$ cat src/design/plcd_pkg.sv
// Package for the passive LCD segment driver: constants, enums and structs.
// Assumes a single 250 MHz clock and plain control ports (no register bus).
package plcd_pkg;
  localparam int CLK_MHZ = 250;
  localparam int N_COM = 8;
  localparam int N_SEG = 16;
  localparam int RAM_WORDS = 16;
  localparam int RAM_BITS = 32;
  localparam int DEAD_MAX = 8;
  localparam logic [15:0] PRESC_RST = 16'h0100;
  localparam logic [7:0] BLINK_DIV_RST = 8'h40;
  localparam logic [3:0] CONTRAST_RST = 4'h0;

  typedef enum logic [2:0] {
    PLCD_DUTY_STATIC = 3'h0,
    PLCD_DUTY_1_2 = 3'h1,
    PLCD_DUTY_1_3 = 3'h2,
    PLCD_DUTY_1_4 = 3'h3,
    PLCD_DUTY_1_8 = 3'h4
  } plcd_duty_t;

  typedef enum logic [1:0] {
    PLCD_BIAS_STATIC = 2'h0,
    PLCD_BIAS_1_2 = 2'h1,
    PLCD_BIAS_1_3 = 2'h2,
    PLCD_BIAS_1_4 = 2'h3
  } plcd_bias_t;

  typedef enum logic [2:0] {
    PLCD_BLINK_OFF = 3'h0,
    PLCD_BLINK_1 = 3'h1,
    PLCD_BLINK_2 = 3'h2,
    PLCD_BLINK_3 = 3'h3,
    PLCD_BLINK_4 = 3'h4,
    PLCD_BLINK_8 = 3'h5,
    PLCD_BLINK_ALL = 3'h6
  } plcd_blink_t;

  typedef enum logic [2:0] {
    PLCD_ST_OFF = 3'b001,
    PLCD_ST_DRIVE = 3'b010,
    PLCD_ST_DEAD = 3'b100
  } plcd_state_t;

  typedef struct packed {
    logic enable;
    plcd_duty_t duty;
    plcd_bias_t bias;
    logic phase_inv;
    logic ext_supply;
    logic [3:0] contrast;
    logic [3:0] dead_time;
    logic [15:0] prescale;
    plcd_blink_t blink_mode;
    logic [7:0] blink_div;
  } plcd_cfg_t;

  // Per-terminal drive: level index 0..4 of the bias ladder
  typedef struct packed {
    logic [N_COM-1:0][2:0] com_level;
    logic [N_SEG-1:0][2:0] seg_level;
  } plcd_drive_t;
endpackage

$ cat src/design/plcd_driver.sv
// Passive LCD segment driver sequencer with double-buffered pixel memory.
// Assumes config ports held steady by software; analog ladder is outside.
`timescale 1ns/100ps
// Operation
// - Drive up to eight commons and sixteen segments.
// - Alternate drive polarity every frame so no net DC builds up.
// - Duty selectable: static, 1/2, 1/3, 1/4, 1/8.
// - Bias selectable: static, 1/2, 1/3, 1/4.
// - Pixel memory double buffered; copy to display only at frame start.
// - Pixel memory holds sixteen 32-bit words, one bit per element.
// - Insert zero to eight idle phase periods between frames.
// - Raise sticky flag and optional interrupt at each frame start.
// - Blink one, two, three, four, eight or all pixels.
// - Blink rate from a software divider of the frame count.
// - Phase inversion option inverts polarity on odd-numbered common phases.
// - External supply selection keeps internal boost converter off.
// - Keep driving in deep stop; full disable supported.
// - Contrast setting drives panel voltage code when boost used.
module plcd_driver #(
  parameter int NCOM = plcd_pkg::N_COM,
  parameter int NSEG = plcd_pkg::N_SEG
) (
  input wire logic mclk,
  input wire logic reset_n,
  input wire plcd_pkg::plcd_cfg_t cfg,
  input wire logic deep_stop_state,
  input wire logic ram_we,
  input wire logic [3:0] ram_addr,
  input wire logic [31:0] ram_wdata,
  input wire logic sof_clear,
  input wire logic sof_irq_en,
  output plcd_pkg::plcd_drive_t drive,
  output logic sof_flag,
  output logic sof_irq,
  output logic boost_en,
  output logic [3:0] panel_drive_voltage,
  output logic busy
);
  if (NCOM != 8 || NSEG != 16) begin : g_size_check
    $error("plcd_driver serves only 8 commons and 16 segments");
  end

  logic [31:0] pixel_data_memory [plcd_pkg::RAM_WORDS];
  logic [31:0] disp_mem [plcd_pkg::RAM_WORDS];
  plcd_pkg::plcd_state_t st_q, st_d;
  logic [15:0] pre_q, pre_d;
  logic [2:0] com_q, com_d;
  logic [3:0] dead_q, dead_d;
  logic pol_q, pol_d;
  logic [7:0] bdiv_q, bdiv_d;
  logic blink_q, blink_d;
  logic sof_q, sof_d;
  logic [2:0] ncom_m1;
  logic tick, frame_start, run;

  // Software side buffer, writable any time
  always_ff @(posedge mclk) begin
    if (ram_we)
      pixel_data_memory[ram_addr] <= ram_wdata;
  end

  // Display copy taken only at frame boundary
  always_ff @(posedge mclk) begin
    if (frame_start)
      disp_mem <= pixel_data_memory;
  end

  always_comb begin
    unique case (cfg.duty)
      plcd_pkg::PLCD_DUTY_1_2: ncom_m1 = 3'h1;
      plcd_pkg::PLCD_DUTY_1_3: ncom_m1 = 3'h2;
      plcd_pkg::PLCD_DUTY_1_4: ncom_m1 = 3'h3;
      plcd_pkg::PLCD_DUTY_1_8: ncom_m1 = 3'h7;
      default: ncom_m1 = 3'h0;
    endcase
  end

  // Deep stop does not stop the sequencer
  assign run = cfg.enable;
  assign tick = run && (pre_q == 16'h0000);

  always_comb begin
    st_d = st_q;
    pre_d = pre_q;
    com_d = com_q;
    dead_d = dead_q;
    pol_d = pol_q;
    bdiv_d = bdiv_q;
    blink_d = blink_q;
    sof_d = sof_q;
    frame_start = 1'b0;
    if (run)
      pre_d = (pre_q == 16'h0000) ? cfg.prescale : pre_q - 16'h0001;
    if (sof_clear)
      sof_d = 1'b0;
    unique case (st_q)
      plcd_pkg::PLCD_ST_OFF: begin
        if (run) begin
          st_d = plcd_pkg::PLCD_ST_DRIVE;
          com_d = 3'h0;
          frame_start = 1'b1;
          sof_d = 1'b1;
          pre_d = cfg.prescale;
        end
      end
      plcd_pkg::PLCD_ST_DRIVE: begin
        if (!run)
          st_d = plcd_pkg::PLCD_ST_OFF;
        else if (tick) begin
          if (com_q == ncom_m1) begin
            com_d = 3'h0;
            pol_d = ~pol_q;
            if (bdiv_q >= cfg.blink_div) begin
              bdiv_d = 8'h00;
              blink_d = ~blink_q;
            end else
              bdiv_d = bdiv_q + 8'h01;
            if (cfg.dead_time != 4'h0) begin
              st_d = plcd_pkg::PLCD_ST_DEAD;
              dead_d = (cfg.dead_time > 4'h8) ? 4'h8 : cfg.dead_time;
            end else begin
              frame_start = 1'b1;
              sof_d = 1'b1;
            end
          end else
            com_d = com_q + 3'h1;
        end
      end
      plcd_pkg::PLCD_ST_DEAD: begin
        if (!run)
          st_d = plcd_pkg::PLCD_ST_OFF;
        else if (tick) begin
          dead_d = dead_q - 4'h1;
          if (dead_q == 4'h1) begin
            st_d = plcd_pkg::PLCD_ST_DRIVE;
            frame_start = 1'b1;
            sof_d = 1'b1;
          end
        end
      end
      default: st_d = plcd_pkg::PLCD_ST_OFF;
    endcase
  end

  always_ff @(posedge mclk) begin
    if (!reset_n) begin
      st_q <= plcd_pkg::PLCD_ST_OFF;
      pre_q <= plcd_pkg::PRESC_RST;
      com_q <= 3'h0;
      dead_q <= 4'h0;
      pol_q <= 1'b0;
      bdiv_q <= 8'h00;
      blink_q <= 1'b0;
      sof_q <= 1'b0;
    end else begin
      st_q <= st_d;
      pre_q <= pre_d;
      com_q <= com_d;
      dead_q <= dead_d;
      pol_q <= pol_d;
      bdiv_q <= bdiv_d;
      blink_q <= blink_d;
      sof_q <= sof_d;
    end
  end

  // Drive level computation
  plcd_pkg::plcd_drive_t drv_d;
  logic pol_eff, on_px, hide;
  logic [2:0] top, sel_lvl, com_un, seg_on, seg_off;
  logic [6:0] pix_idx;
  always_comb begin
    drv_d = '0;
    pix_idx = 7'h00;
    on_px = 1'b0;
    hide = 1'b0;
    pol_eff = pol_q ^ (cfg.phase_inv & com_q[0]);
    unique case (cfg.bias)
      plcd_pkg::PLCD_BIAS_1_2: top = 3'h2;
      plcd_pkg::PLCD_BIAS_1_3: top = 3'h3;
      plcd_pkg::PLCD_BIAS_1_4: top = 3'h4;
      default: top = 3'h1;
    endcase
    // Ladder levels 0..top, mirrored for negative polarity
    sel_lvl = pol_eff ? 3'h0 : top;
    com_un = (cfg.bias == plcd_pkg::PLCD_BIAS_STATIC) ? (pol_eff ? top : 3'h0)
           : (pol_eff ? top - 3'h1 : 3'h1);
    seg_on = pol_eff ? top : 3'h0;
    seg_off = (cfg.bias == plcd_pkg::PLCD_BIAS_STATIC) ? sel_lvl
            : (pol_eff ? 3'h1 : top - 3'h1);
    if (st_q == plcd_pkg::PLCD_ST_DRIVE) begin
      for (int c = 0; c < NCOM; c++)
        drv_d.com_level[c] = (3'(c) == com_q) ? sel_lvl
                           : ((3'(c) <= ncom_m1) ? com_un : sel_lvl);
      for (int s = 0; s < NSEG; s++) begin
        pix_idx = 7'(com_q) * 7'd16 + 7'(s);
        on_px = disp_mem[pix_idx[6:5]][pix_idx[4:0]];
        unique case (cfg.blink_mode)
          plcd_pkg::PLCD_BLINK_1: hide = (pix_idx == 7'h00);
          plcd_pkg::PLCD_BLINK_2: hide = (pix_idx < 7'h02);
          plcd_pkg::PLCD_BLINK_3: hide = (pix_idx < 7'h03);
          plcd_pkg::PLCD_BLINK_4: hide = (pix_idx < 7'h04);
          plcd_pkg::PLCD_BLINK_8: hide = (pix_idx < 7'h08);
          plcd_pkg::PLCD_BLINK_ALL: hide = 1'b1;
          default: hide = 1'b0;
        endcase
        drv_d.seg_level[s] = (on_px && !(hide && blink_q)) ? seg_on
                                                            : seg_off;
      end
    end
  end

  always_ff @(posedge mclk) begin
    if (!reset_n) begin
      drive <= '0;
      sof_flag <= 1'b0;
      sof_irq <= 1'b0;
      boost_en <= 1'b0;
      panel_drive_voltage <= plcd_pkg::CONTRAST_RST;
      busy <= 1'b0;
    end else begin
      drive <= drv_d;
      sof_flag <= sof_d;
      sof_irq <= sof_d & sof_irq_en;
      boost_en <= cfg.enable & ~cfg.ext_supply;
      panel_drive_voltage <= cfg.ext_supply ? 4'h0 : cfg.contrast;
      busy <= (st_d != plcd_pkg::PLCD_ST_OFF) | deep_stop_state & 1'b0;
    end
  end

  // Polarity taken at the last frame start, for the alternation check
  logic pol_sof_q;
  always_ff @(posedge mclk) begin
    if (!reset_n)
      pol_sof_q <= 1'b0;
    else if (frame_start)
      pol_sof_q <= pol_d;
  end

  a_boost_off_ext: assert property (@(posedge mclk)
    disable iff (!reset_n)
    $past(cfg.ext_supply) |-> !boost_en)
    else $error("boost on with external supply");
  a_sof_sticky: assert property (@(posedge mclk)
    disable iff (!reset_n)
    (sof_flag && !$past(sof_clear) && !sof_clear) |=> sof_flag)
    else $error("start of frame flag lost");
  a_com_range: assert property (@(posedge mclk)
    disable iff (!reset_n)
    com_q <= ncom_m1 || st_q != plcd_pkg::PLCD_ST_DRIVE)
    else $error("common index beyond duty");
  a_dead_bound: assert property (@(posedge mclk)
    disable iff (!reset_n)
    dead_q <= 4'h8)
    else $error("idle count above eight");
  a_pol_flip: assert property (@(posedge mclk)
    disable iff (!reset_n)
    (frame_start && st_q != plcd_pkg::PLCD_ST_OFF) |-> pol_d != pol_sof_q)
    else $error("polarity not flipped at frame");
  a_contrast_map: assert property (@(posedge mclk)
    disable iff (!reset_n)
    ($past(reset_n) && !$past(cfg.ext_supply)) |->
      panel_drive_voltage == $past(cfg.contrast))
    else $error("contrast code wrong");
  a_off_idle: assert property (@(posedge mclk)
    disable iff (!reset_n)
    !cfg.enable |=> st_q == plcd_pkg::PLCD_ST_OFF)
    else $error("sequencer ran while disabled");
  a_irq_gate: assert property (@(posedge mclk)
    disable iff (!reset_n)
    sof_irq |-> sof_flag && $past(sof_irq_en))
    else $error("interrupt without flag");
endmodule

$ cat config.mk
export PLATFORM = sky130hd
export DESIGN_NAME = plcd_driver
export DESIGN_NICKNAME = d
export VERILOG_FILES = /design/src/design/plcd_pkg.sv /design/src/design/plcd_driver.sv
export SDC_FILE = /design/constraint.sdc
export NUM_CORES = 1
export LEC_CHECK = 0
export ABC_AREA = 1
export BUFFER_PORTS_ARGS = -buffer_cell sky130_fd_sc_hd__buf_2
export CAP_MARGIN = 20
export CORE_MARGIN = 3
export CORE_UTILIZATION = 55
export CTS_CLUSTER_DIAMETER = 150
export DETAILED_ROUTE_END_ITERATION = 10
export GPL_TIMING_DRIVEN = 0
export PLACE_DENSITY = 0.83
export SLEW_MARGIN = 10
export SYNTH_ARGS = -nofsm -noshare
export SYNTH_HDL_FRONTEND = slang
export SYNTH_SLANG_ARGS = --single-unit
$ cat constraint.sdc
create_clock -name mclk -period 14 [get_ports mclk]
set_input_delay 1.4 -clock mclk [delete_from_list [all_inputs] [get_ports mclk]]
set_output_delay 1.4 -clock mclk [all_outputs]
set_load 0.03 [all_outputs]
==> results.md <==
* Antenna violations before repair at 2
* Setup-failing EPs final at 0
* Cell chain of the critical path: buf_2 -> inv_1 -> nand2_1 -> nand2_1 -> nand3_1 -> nand2_1 -> nand2_1 -> nor2_4 -> a21oi_1 -> o21ai_4 -> buf_12 -> buf_16
* Area growth, synth to finish at 19.26%
* GR Overflow Total at 0
* Setup Skew at 0.01305 ns
* Die height at 168.8 µm
* Post-synth ARST share at 0%
* Largest net degree at the start of global routing at 32
* Final critical-path required period at 3.267 ns
* DIE AREA at 0.02850 mm²
* Cells on worst reg2reg path at 10
* Non-Filler Instances at 1864
* Io pins at 165
* Mapped Avg Cell Area at 11.41 µm²
* Netlist Area Pre-Place at 0.01458 mm²
* Metal3 WL at 3.347 mm
* CP peak stage delay at 0.68 ns
* Placed cell area at 0.01608 mm²
* WP buf/inv at 4
* Post-route antenna net violation count at 0
* Sink count of the clock tree at 372
* Vias in the first global route at 9915
* Most frequent CP cell: nand2_1
* Initial core utilization at 56.91%
* CP max-delay cell: o21ai_4
* Status: finished, final reports clean
* Seq cells post-synth at 372
* YS warnings at 0
* Top Layer Used: met5
* Iter 0 DRT Violations at 1280
* Hold violation total from the final report at 0
* Placer Congestion at 0.8814
* Routed met1 length at 13.75 mm
* Clk root buf: clkbuf_16
* Rel. slew slack at 43.56%
* DR WL met2 at 16.15 mm
* Pleak at 7.008 nW
* Max_cap viols at 0
* Hold WC Path Type: register to register
* PostCTS Resize Cnt at 0
* Setup crit end: disp_mem[388]$_DFFE_PP_
* P per Cell Area at 138.7 mW/mm²
* Placed instance count at 1795
* Syn nets at 1386
* Clock slew at reported path FFs at 0.06 ns
* Commonest non-fill, non-tap cell in the layout: edfxtp_1
* WP depth at 12
* Reg2reg end: disp_mem[388]$_DFFE_PP_
* Setup crit end kind: register
* Sequential area share after synthesis at 68.66%
* Clk buf depth at 3
* WL/cell at 18.38 µm
* Vias per cell at 5.637
* I/O Buffers at 163
* Synth Flop Type: edfxtp_1
* Post-CTS setup buffers at 0
* Total number of vias at 10507
* CTS tree: built
* Die span in x at 168.8 µm
* Nets at 1612
* H-Tree Depth at 2
* Crit path arrival time at 3.52 ns
* Post-synthesis cell type count at 46
* Design Area, Final at 0.01739 mm²
* Most frequent cells in the layout: edfxtp_1 (256), buf_2 (188), nor2_1 (174), o21ai_0 (123), dfxtp_1 (116)
* DR pass1 iterations at 5
* Core region area at 0.02562 mm²
* Crit path from: cfg[39]
* # fillers at 1762
* DRC violations left at 0
* Aggregate global-route resource usage at 23.48%
* Share of layout cells above drive strength 1 at 21.74%
* Clk Latency, worst-skew pair at 0.55 ns
* Final HPWL from detailed placement at 23.62 mm
* Largest fanout on the critical path at 28
* Delay-heaviest family, CP: compound AO/OA/AOI/OAI gates
* Worst Max-Slew Pin Slew at 0.8434 ns
* Period utilization at 23.33%
* TritonCTS buffer count at 37
* Peak VDD IR at 0.1193 mV
* RSZ-0062 raised after global routing: no
* Hold-fix buffers at CTS at 0
* Startpoint types: primary input
* Synth Instances at 1278
* Global-route wire length before repair at 52.56 mm
* Critical path data required time at 14.26 ns
* DRT Wirelength at 34.26 mm
* Setup CP Type: primary input to register
* Std cell rows at 58
* Max-slew violation count at 0
* Fmax at 306.1 MHz
* EDFF count, synth at 256
* Reg2reg setup slack at 11.21 ns
[metal layers]
metal / track usage, % / vias up
li1: - / 4935
met1: 31.03 / 4882
met2: 38.19 / 598
met3: 5.138 / 90
met4: 9.356 / 2
met5: 0 / -
[cell families (layout without fill, tap and decap cells)]
group | count (synthesis) | in the layout | synth area share [%]
compound gates | 320 | 320 | 12.24
xor+xnor | 13 | 13 | 0.7810
fa+ha+maj | 23 | 23 | 1.974
buf+inv | 168 | 422 | 4.780
flops | 372 | 372 | 68.66
other cells | 0 | 2 | 0
simple gates | 382 | 382 | 11.57
[sequential cells by signal (all words and copies together) (netlist names), named ones only]
| signal | count |
|---|---|
| dead_q | 4 |
| disp_mem | 128 |
| pol_q | 1 |
| blink_q | 1 |
| bdiv_q | 8 |
| sof_flag | 1 |
| drive | 72 |
| com_q | 3 |
| busy | 1 |
| pixel_data_memory | 128 |
| sof_irq | 1 |
| st_q | 3 |
| boost_en | 1 |
| panel_drive_voltage | 4 |
[cell usage after synthesis, types with 10 or more instances]
cell type    n  share of area, %
ha_1        23               2.0
o211ai_1    27               1.4
nand2_1    113               2.9
clkbuf_1    17              0.44
o21ai_0    124               4.3
nor3_1      11              0.38
buf_2       23              0.79
nand3_1     41               1.4
o21ai_1     31               1.1
dfxtp_1    116                16
edfxtp_1   256                53
inv_2       17              0.44
nor2_1     174               4.5
a21oi_1    106               3.6
inv_1      102               2.6
nand4_1     10              0.43
[metrics by stage]
step / util, % / worst slack (ns) / hold WS (ns) / total power, mW / setup TNS [ns]
final: 67.87 / 10.73 / 0.4129 / 2.411 / 0
after global routing: 67.85 / 10.54 / 0.4171 / 2.485 / 0
after CTS: 67.85 / 10.74 / 0.4162 / 2.423 / 0
after detailed placement: 62.76 / 10.18 / 0.4045 / 1.395 / 0
after global placement: 61.71 / -0.5392 / 0.4010 / 1.397 / -67.91
after floorplan: - / 2.180 / 0.4003 / 1.351 / 0
[where the power goes]
group | internal [mW] | total, mW | leakage, nW | switching (mW)
combinational | 0.0464 | 0.149 | 3.05 | 0.102
sequential | 1.21 | 1.23 | 3.32 | 0.0140
clock | 0.617 | 1.04 | 0.638 | 0.418
total | 1.88 | 2.41 | 7.01 | 0.534
[area by class of cell]
cell class	instances	area (µm²)	area share, %
Clock buffer	48	1018	5.858
Antenna cell	2	5.005	0.02879
Sequential cell	372	10010	57.57
Timing Repair Buffer	187	1049	6.031
Buffer	48	246.5	1.418
Clock inverter	19	286.5	1.648
Inverter	120	450.4	2.591
Multi-Input combinational cell	738	3909	22.48
Tap cell	330	412.9	2.375
[worst min-delay path by stage]
stage,start,endpoint,slack (ns),cells past startpoint
CTS,pixel_data_memory[482]$_DFFE_PP_,disp_mem[482]$_DFFE_PP_,0.42,0
global route,pixel_data_memory[482]$_DFFE_PP_,disp_mem[482]$_DFFE_PP_,0.42,0
detailed placement,pixel_data_memory[398]$_DFFE_PP_,disp_mem[398]$_DFFE_PP_,0.40,0
floorplan,pixel_data_memory[384]$_DFFE_PP_,disp_mem[384]$_DFFE_PP_,0.40,0
global placement,pixel_data_memory[448]$_DFFE_PP_,disp_mem[448]$_DFFE_PP_,0.40,0
finish,pixel_data_memory[482]$_DFFE_PP_,disp_mem[482]$_DFFE_PP_,0.41,0
No activity file was read; power rests on OpenSTA's default activity.
